==> src/rtdst_pkg.sv <==
// Shared types and constants, plus the local-hour adjuster leaf module
package rtdst_pkg;

  // ----------------------------------------------------------------
  // Types
  // ----------------------------------------------------------------
  typedef struct packed {
    logic [8:0] doy;
    logic [4:0] hour;
    logic [5:0] min;
    logic [5:0] sec;
  } rtdst_time_type;

  typedef struct packed {
    logic sync;
    logic [1:0] sym;
  } rtdst_rx_type;

  // ----------------------------------------------------------------
  // Constants
  // ----------------------------------------------------------------
  localparam logic [1:0] SYM_ZERO = 2'h0;
  localparam logic [1:0] SYM_ONE = 2'h1;
  localparam logic [1:0] SYM_MARK = 2'h2;
  localparam logic [5:0] POS_FIRST = 6'h00;
  localparam logic [5:0] POS_DST = 6'h39;
  localparam logic [5:0] POS_LAST = 6'h3b;
  localparam logic [5:0] SEC_MAX = 6'h3b;
  localparam logic [5:0] MIN_MAX = 6'h3b;
  localparam logic [4:0] HOUR_MAX = 5'h17;
  localparam logic signed [7:0] HOURS_DAY = 8'sh18;
  localparam logic [8:0] DAY_FIRST = 9'h001;
  localparam logic [8:0] DAYS_YEAR = 9'h16d;
  localparam logic [4:0] DST_HOUR = 5'h02;
  localparam logic [5:0] DST_MIN = 6'h00;
  localparam logic [5:0] DST_SEC = 6'h00;

  // Field selector returned by the code weight table
  localparam logic [1:0] FLD_NONE = 2'h0;
  localparam logic [1:0] FLD_MIN = 2'h1;
  localparam logic [1:0] FLD_HOUR = 2'h2;
  localparam logic [1:0] FLD_DAY = 2'h3;

  // Weight of a one bit at each frame position: {field, weight}
  function automatic logic [10:0] code_weight(input logic [5:0] pos);
    unique case (pos)
      6'h01: code_weight = {FLD_MIN, 9'h028};
      6'h02: code_weight = {FLD_MIN, 9'h014};
      6'h03: code_weight = {FLD_MIN, 9'h00a};
      6'h05: code_weight = {FLD_MIN, 9'h008};
      6'h06: code_weight = {FLD_MIN, 9'h004};
      6'h07: code_weight = {FLD_MIN, 9'h002};
      6'h08: code_weight = {FLD_MIN, 9'h001};
      6'h0c: code_weight = {FLD_HOUR, 9'h014};
      6'h0d: code_weight = {FLD_HOUR, 9'h00a};
      6'h0f: code_weight = {FLD_HOUR, 9'h008};
      6'h10: code_weight = {FLD_HOUR, 9'h004};
      6'h11: code_weight = {FLD_HOUR, 9'h002};
      6'h12: code_weight = {FLD_HOUR, 9'h001};
      6'h16: code_weight = {FLD_DAY, 9'h0c8};
      6'h17: code_weight = {FLD_DAY, 9'h064};
      6'h19: code_weight = {FLD_DAY, 9'h050};
      6'h1a: code_weight = {FLD_DAY, 9'h028};
      6'h1b: code_weight = {FLD_DAY, 9'h014};
      6'h1c: code_weight = {FLD_DAY, 9'h00a};
      6'h1e: code_weight = {FLD_DAY, 9'h008};
      6'h1f: code_weight = {FLD_DAY, 9'h004};
      6'h20: code_weight = {FLD_DAY, 9'h002};
      6'h21: code_weight = {FLD_DAY, 9'h001};
      default: code_weight = {FLD_NONE, 9'h000};
    endcase
  endfunction

  // One second forward, rolling into minutes, hours and day of year
  function automatic rtdst_time_type time_tick(input rtdst_time_type t);
    rtdst_time_type r;
    r = t;
    if (t.sec < SEC_MAX) begin
      r.sec = t.sec + 6'h01;
    end else begin
      r.sec = '0;
      if (t.min < MIN_MAX) begin
        r.min = t.min + 6'h01;
      end else begin
        r.min = '0;
        if (t.hour < HOUR_MAX) begin
          r.hour = t.hour + 5'h01;
        end else begin
          r.hour = '0;
          r.doy = (t.doy >= DAYS_YEAR) ? DAY_FIRST : t.doy + 9'h001;
        end
      end
    end
    return r;
  endfunction

endpackage

`timescale 1ns/10ps
`default_nettype none

// ------------------------------------------------------------------
// Local hour adjuster: universal hours plus zone plus daylight hour
// ------------------------------------------------------------------
module rtdst_local (
  input wire rtdst_pkg::rtdst_time_type ut,
  input wire logic signed [4:0] zone,
  input wire logic dst_eff,
  output rtdst_pkg::rtdst_time_type loc
);
  import rtdst_pkg::*;

  logic signed [7:0] hsum;

  // Day of year follows the hour carry or borrow; leap years not known
  always_comb begin
    hsum = $signed({3'h0, ut.hour}) + 8'(zone) + $signed({7'h00, dst_eff});
    loc = ut;
    if (hsum >= HOURS_DAY) begin
      loc.hour = 5'(hsum - HOURS_DAY);
      loc.doy = (ut.doy >= DAYS_YEAR) ? DAY_FIRST : ut.doy + 9'h001;
    end else if (hsum < 8'sh00) begin
      loc.hour = 5'(hsum + HOURS_DAY);
      loc.doy = (ut.doy <= DAY_FIRST) ? DAYS_YEAR : ut.doy - 9'h001;
    end else begin
      loc.hour = 5'(hsum);
    end
  end

endmodule // rtdst_local

`default_nettype wire
==> src/rtdst_core.sv <==
// Radio time decoder with zone offset and daylight saving correction
`timescale 1ns/10ps
`default_nettype none

// Function
// - Daylight flag is read from bit 57 of every received minute.
// - Flag zero means standard time, one means daylight time.
// - Zone switch at zero ignores the flag; output stays universal time.
// - Nonzero zone adds the daylight hour to display and captured time.
// - A flag change takes effect at 2:00AM local, not when received.
// - First flag after start is applied at once, even before 2:00AM.
// - Capture command latches local time in any cycle cap_req is high; cap_ack clears cap_valid only in a cycle where cap_req is low.
module rtdst_core (
  input wire logic clk_sys,
  input wire logic srst,
  input wire rtdst_pkg::rtdst_rx_type rx_pin,
  input wire logic [4:0] zone_pin,
  input wire logic cap_req,
  input wire logic cap_ack,
  output rtdst_pkg::rtdst_time_type disp_time,
  output logic dst_in_force,
  output logic time_locked,
  output rtdst_pkg::rtdst_time_type cap_time,
  output logic cap_valid
);
  import rtdst_pkg::*;

  typedef enum logic {ST_HUNT, ST_FRAME} rtdst_state_type;

  typedef struct packed {
    rtdst_rx_type rx_s1;
    rtdst_rx_type rx_s2;
    logic sync_s3;
    logic [4:0] zone_s1;
    logic [4:0] zone_s2;
    rtdst_state_type state;
    logic [5:0] pos;
    logic prev_mark;
    logic frame_ok;
    logic [5:0] acc_min;
    logic [4:0] acc_hour;
    logic [8:0] acc_day;
    logic dst_rx;
    logic dst_app;
    logic have_dst;
    logic locked;
    rtdst_time_type ut;
    rtdst_time_type disp;
    logic dst_out;
    rtdst_time_type cap;
    logic cap_valid;
  } rtdst_regs_type;

  rtdst_regs_type st_ff;
  rtdst_regs_type nxt_st;
  rtdst_time_type loc;
  rtdst_time_type dec_time;
  logic tick;
  logic is_mark;
  logic is_one;
  logic dst_eff;
  logic [5:0] pos_new;
  logic [10:0] wt;

  // ----------------------------------------------------------------
  // Local time from the running universal time
  // ----------------------------------------------------------------
  // Zero zone forces the daylight hour out so output stays universal
  assign dst_eff = (st_ff.zone_s2 != 5'h00) && st_ff.dst_app;

  rtdst_local u_local (
    .ut(st_ff.ut),
    .zone($signed(st_ff.zone_s2)),
    .dst_eff(dst_eff),
    .loc(loc)
  );

  // Symbol classification is taken on the synchronised sync edge
  assign tick = st_ff.rx_s2.sync && !st_ff.sync_s3;
  assign is_mark = st_ff.rx_s2.sym == SYM_MARK;
  assign is_one = st_ff.rx_s2.sym == SYM_ONE;
  assign pos_new = st_ff.pos + 6'h01;
  assign wt = code_weight(pos_new);

  // Decoded frame, set to its last second so one tick lands on :00
  always_comb begin
    dec_time.doy = st_ff.acc_day;
    dec_time.hour = st_ff.acc_hour;
    dec_time.min = st_ff.acc_min;
    dec_time.sec = SEC_MAX;
  end

  // ----------------------------------------------------------------
  // Next state
  // ----------------------------------------------------------------
  always_comb begin
    nxt_st = st_ff;
    // Pins cross into the clock domain through two stages
    nxt_st.rx_s1 = rx_pin;
    nxt_st.rx_s2 = st_ff.rx_s1;
    nxt_st.sync_s3 = st_ff.rx_s2.sync;
    nxt_st.zone_s1 = zone_pin;
    nxt_st.zone_s2 = st_ff.zone_s1;

    if (st_ff.locked && tick) begin
      nxt_st.ut = time_tick(st_ff.ut);
    end

    if (tick) begin
      nxt_st.prev_mark = is_mark;
      if (is_mark && st_ff.prev_mark) begin
        // Double marker opens a new minute; load only a complete frame
        if (st_ff.state == ST_FRAME && st_ff.frame_ok) begin
          nxt_st.ut = time_tick(dec_time);
          nxt_st.locked = 1'b1;
        end
        nxt_st.state = ST_FRAME;
        nxt_st.pos = POS_FIRST;
        nxt_st.frame_ok = 1'b0;
        nxt_st.acc_min = '0;
        nxt_st.acc_hour = '0;
        nxt_st.acc_day = '0;
      end else if (st_ff.state == ST_FRAME) begin
        nxt_st.pos = pos_new;
        if (pos_new > POS_LAST) begin
          nxt_st.state = ST_HUNT; // Lost framing, wait for double marker
        end
        if (is_one) begin
          unique case (wt[10:9])
            FLD_MIN: nxt_st.acc_min = st_ff.acc_min + wt[5:0];
            FLD_HOUR: nxt_st.acc_hour = st_ff.acc_hour + wt[4:0];
            FLD_DAY: nxt_st.acc_day = st_ff.acc_day + wt[8:0];
            FLD_NONE: nxt_st.acc_min = st_ff.acc_min;
          endcase
        end
        if (pos_new == POS_DST) begin
          nxt_st.dst_rx = is_one;
          if (!st_ff.have_dst) begin
            nxt_st.dst_app = is_one;
            nxt_st.have_dst = 1'b1;
          end
        end
        if (pos_new == POS_LAST && is_mark) begin
          nxt_st.frame_ok = 1'b1;
        end
      end
    end

    // Held flag only swaps in at 2:00:00 local of the configured zone
    if (st_ff.have_dst && loc.hour == DST_HOUR && loc.min == DST_MIN &&
        loc.sec == DST_SEC) begin
      nxt_st.dst_app = st_ff.dst_rx;
    end

    nxt_st.disp = loc;
    nxt_st.dst_out = dst_eff;

    // A new capture wins over the read-done clear in the same cycle
    if (cap_req) begin
      nxt_st.cap = loc;
      nxt_st.cap_valid = 1'b1;
    end else if (cap_ack) begin
      nxt_st.cap_valid = 1'b0;
    end
  end

  // ----------------------------------------------------------------
  // State register
  // ----------------------------------------------------------------
  always_ff @(posedge clk_sys) begin
    if (srst) begin
      st_ff <= '0;
      st_ff.ut.doy <= DAY_FIRST;
      st_ff.disp.doy <= DAY_FIRST;
      st_ff.cap.doy <= DAY_FIRST;
      st_ff.state <= ST_HUNT;
    end else begin
      st_ff <= nxt_st;
    end
  end

  assign disp_time = st_ff.disp;
  assign dst_in_force = st_ff.dst_out;
  assign time_locked = st_ff.locked;
  assign cap_time = st_ff.cap;
  assign cap_valid = st_ff.cap_valid;

  // ----------------------------------------------------------------
  // Assertions
  // ----------------------------------------------------------------
  a_dst_bit_one: assert property (@(posedge clk_sys) disable iff (srst)
    tick && st_ff.state == ST_FRAME && pos_new == POS_DST && is_one &&
    !(is_mark && st_ff.prev_mark) |=> st_ff.dst_rx)
    else $error("flag one at bit 57 not taken");

  a_dst_bit_zero: assert property (@(posedge clk_sys) disable iff (srst)
    tick && st_ff.state == ST_FRAME && pos_new == POS_DST &&
    st_ff.rx_s2.sym == SYM_ZERO |=> !st_ff.dst_rx ##1
    (!dst_in_force || $past(st_ff.dst_app)))
    else $error("flag zero at bit 57 not taken");

  a_utc_pass: assert property (@(posedge clk_sys) disable iff (srst)
    st_ff.zone_s2 == 5'h00 |=> disp_time == $past(st_ff.ut))
    else $error("zero zone does not show universal time");

  a_dst_adds: assert property (@(posedge clk_sys) disable iff (srst)
    st_ff.zone_s2 != 5'h00 && $stable(st_ff.zone_s2) &&
    $stable(st_ff.ut) && $rose(st_ff.dst_app)
    |=> disp_time != $past(disp_time) && dst_in_force)
    else $error("daylight hour not applied");

  a_dst_at_two: assert property (@(posedge clk_sys) disable iff (srst)
    $past(st_ff.have_dst) && $changed(st_ff.dst_app) |->
    $past(loc.hour) == DST_HOUR && $past(loc.min) == DST_MIN)
    else $error("daylight change outside 2:00 local");

  a_dst_first: assert property (@(posedge clk_sys) disable iff (srst)
    !st_ff.have_dst && tick && st_ff.state == ST_FRAME &&
    pos_new == POS_DST && !(is_mark && st_ff.prev_mark)
    |=> st_ff.have_dst && st_ff.dst_app == st_ff.dst_rx)
    else $error("first flag not applied at once");

  a_cap_latch: assert property (@(posedge clk_sys) disable iff (srst)
    cap_req |=> cap_valid && cap_time == $past(loc))
    else $error("capture did not latch local time");

  a_hour_range: assert property (@(posedge clk_sys) disable iff (srst)
    disp_time.hour <= HOUR_MAX && disp_time.doy >= DAY_FIRST &&
    disp_time.doy <= DAYS_YEAR)
    else $error("local hour or day out of range");

  c_frame_load: cover property (@(posedge clk_sys) disable iff (srst)
    $rose(st_ff.locked));
  c_dst_switch: cover property (@(posedge clk_sys) disable iff (srst)
    st_ff.have_dst && $changed(st_ff.dst_app));
  c_capture: cover property (@(posedge clk_sys) disable iff (srst)
    cap_valid && cap_ack && !cap_req ##1 !cap_valid);

endmodule // rtdst_core

`default_nettype wire

==> config.mk <==
export PLATFORM = sky130hd
export DESIGN_NAME = rtdst_core
export DESIGN_NICKNAME = d
export VERILOG_FILES = /design/src/rtdst_pkg.sv /design/src/rtdst_core.sv
export SDC_FILE = /design/constraint.sdc
export NUM_CORES = 1
export LEC_CHECK = 0
export CAP_MARGIN = 10
export CORE_ASPECT_RATIO = 0.8
export CORE_MARGIN = 1
export CORE_UTILIZATION = 57
export CTS_BUF_LIST = sky130_fd_sc_hd__clkbuf_4 sky130_fd_sc_hd__clkbuf_8 sky130_fd_sc_hd__clkbuf_16
export CTS_CLUSTER_DIAMETER = 40
export DETAILED_ROUTE_END_ITERATION = 6
export DONT_BUFFER_PORTS = 1
export GPL_TIMING_DRIVEN = 0
export PLACE_DENSITY_LB_ADDON = 0.3
export SKIP_CTS_REPAIR_TIMING = 1
export SLEW_MARGIN = 20
export SYNTH_ARGS = -nofsm -noshare
export SYNTH_HDL_FRONTEND = slang
export SYNTH_SLANG_ARGS = --single-unit
==> constraint.sdc <==
create_clock -name clk_sys -period 6.55 [get_ports clk_sys]
set_input_delay 0.9825 -clock clk_sys [delete_from_list [all_inputs] [get_ports clk_sys]]
set_output_delay 0.9825 -clock clk_sys [all_outputs]
set_load 0.005 [all_outputs]
==> results.sh <==
export IMPL_powerDensity_mw_per_mm2=205.1
export IMPL_syn_area_sq_mm=0.008132
export IMPL_initial_core_util=0.5918
export IMPL_nets=1069
export IMPL_yosysSeqAreaShare=0.3200
export IMPL_root_buffer="clkbuf_16"
export IMPL_whs_ns=0.4355
export IMPL_core_area_sq_mm=0.01374
export IMPL_ant_nets=0
export IMPL_crit_path_end_kind="flip-flop"
export IMPL_wl_per_cell_um=17.77
export IMPL_setup_ws_ns=1.934
export IMPL_synth_area_top_cells="dfxtp_1, ha_1, nor2_1"
export IMPL_core_rowCount=38
export IMPL_place_ws_ns=2.019
export IMPL_area_delta_synth_final_pct=9.878
export IMPL_synth_nets=1050
export IMPL_cp_start_kind="flip-flop"
export IMPL_critPathRequiredTime_ns=6.91
export IMPL_hold_path_class="reg -> reg"
export IMPL_grt_antenna_before_repair=1
export IMPL_yosysTopAreaCell="dfxtp_1"
export IMPL_hold_violations=0
export IMPL_dp_hpwl_mm=15.34
export IMPL_grt_max_degree=17
export IMPL_yosysMostFrequentCell="dfxtp_1"
export IMPL_via_per_inst=6.178
export IMPL_status="finished clean"
export IMPL_min_period_ns=4.616
export IMPL_die_x_um=135.5
export IMPL_grt_pass1_vias=6603
export IMPL_clock_path_buffers=2
export IMPL_clkTransAtPathRegs_ns=0.07
export IMPL_maxSlewHeadroom=0.4787
export IMPL_clock_skew_ns=0.01043
export IMPL_arrival_ns=4.98
export IMPL_first_iter_violations=751
export IMPL_die_y_um=108.8
export IMPL_synth_fa_ha_area_frac=0.07693
export IMPL_setup_tns_ns=0
export IMPL_synth_cell_type_count=77
export IMPL_track_usage=0.2959
export IMPL_htreeDepth=4
export IMPL_cts_tree="yes"
export IMPL_synth_compound_area_frac=0.2045
export IMPL_syn_inst=991
export IMPL_crit_type="reg -> reg"
export IMPL_synth_simple_area_share=0.2234
export IMPL_gp_congestion=0.9513
export IMPL_vias=7432
export IMPL_total_power_mw=1.833
export IMPL_yosysWarnings=0
export IMPL_synth_xor_area_share=0.04401
export IMPL_die_area_sq_mm=0.01475
export IMPL_synth_ff_type="dfxtp_1"
export IMPL_numPortBuffers=0
export IMPL_synth_seq_cells=130
export IMPL_irDropWorstVdd_v=0.0002315
export IMPL_wl_mm=21.37
export IMPL_synth_top_cells_by_count="dfxtp_1, nor2_1, nand2_1, buf_4"
export IMPL_first_pass_iters=5
export IMPL_layout_cells_non_filler=1203
export IMPL_drc=0
export IMPL_synth_top_family_by_area="simple AND/OR/NAND/NOR gates"
export IMPL_synthMuxAreaShare=0.03601
export IMPL_tightest_slew_ns=0.7820
export IMPL_grt_pass1_wl_mm=34.11
export IMPL_max_freq_mhz=216.6
export IMPL_syn_avg_cell_area_sq_um=8.205
export IMPL_drv_cap=0
export IMPL_async_flop_share=0
export IMPL_crit_fanout=11
export IMPL_io_pins=67
export IMPL_drive_above_1_share=0.1095
export IMPL_grt_ovfl_total=0
export IMPL_synth_edf_count=0
export IMPL_clock_latency_ns=0.43
export IMPL_rsz0062_at_grt="false"
export IMPL_finalCritPeriodShare=0.7048
export IMPL_synth_top_area_frac=0.3200
export IMPL_power_leakage_nw=3.631
export IMPL_dp_cells=1171
export IMPL_maxSlewViolCount=0
export IMPL_cts_sinks=130
export IMPL_setup_violations=0
export IMPL_num_antenna_cells=0
export IMPL_cts_buffers=17
path summary, 6_finish.rpt:
check / startpoint / endpoint / slack, ns / cells after the start
hold / removal: nxt_st[124] / st_ff[124] / 0.44 / 1
setup reg to reg: st_ff[106] / dec_time[23] / 1.93 / 16
setup / recovery: st_ff[106] / dec_time[23] / 1.93 / 16
hold reg to reg: nxt_st[124] / st_ff[124] / 0.44 / 1
report_power, final:
group | switching, mW | internal (mW)
logic | 0.0487 | 0.0301
clock network | 0.435 | 0.509
registers | 0.00639 | 0.804
metrics by stage:
stage          instance area (sq um)  utilization
6_report                        8935       0.6502
5_1_grt                         8935       0.6502
4_1_cts                         8935       0.6502
3_5_place_dp                    8357       0.6082
3_3_place_gp                    8357       0.6082
2_1_floorplan                   8132            -
critical path, cell delays in order (launching register included):
cell and delay (ns):
dfxtp_1 0.57, ha_1 0.38, buf_2 0.28, clkbuf_1 0.35
nor2b_1 0.23, nor2_1 0.11, xnor2_1 0.16, a221oi_1 0.09
nor3_1 0.59, ha_1 0.40, o21a_1 0.19, o31a_1 0.11
o21a_1 0.18, o21ai_0 0.24, nand2_1 0.08, or4_1 0.46
a21oi_1 0.14
logic make-up after synthesis:
kind of cell / after synthesis
compound gates: 241
xor+xnor: 40
fa+ha+maj: 47
buf+inv: 145
flops: 130
mux: 29
simple gates: 359
cell usage in the layout (no fill, tap or decap), drive strengths merged, types with 10 or more instances in the layout:
master    n
xor2     21
a21o     14
mux2i    27
a21oi    50
or3      12
xnor2    19
buf      72
nand2    60
o21ai    55
and3     12
dfxtp   130
nor2b    39
a31oi    10
clkbuf   54
nor3     16
a211oi   16
nor2    121
inv      47
nand3    35
nand4    14
ha       42
area by class of cell:
class                   instances  area (sq um)
fillers                      1139          4806
multi-input cells             716          4756
flip-flops and latches        130          2603
plain buffers                 109         638.1
clock buffers                  17         425.4
well taps                     180         225.2
clock inverters                15         152.6
inverters                      36         135.1
routing by layer:
metal	up-vias	track usage	wire length, um
met5	-	0	13
met4	2	0.1035	391
met3	43	0.06602	1977
met2	356	0.4458	9126
met1	3495	0.4142	9864
li1	3536	-	-
registers in the layout (all words and copies together), names as in the netlist:
name          flops
nxt_st            9
cap_valid         1
disp_time        26
st_ff            46
time_locked       1
cap_time         26
dec_time         20
dst_in_force      1
Power figures use the tool's default switching activity.
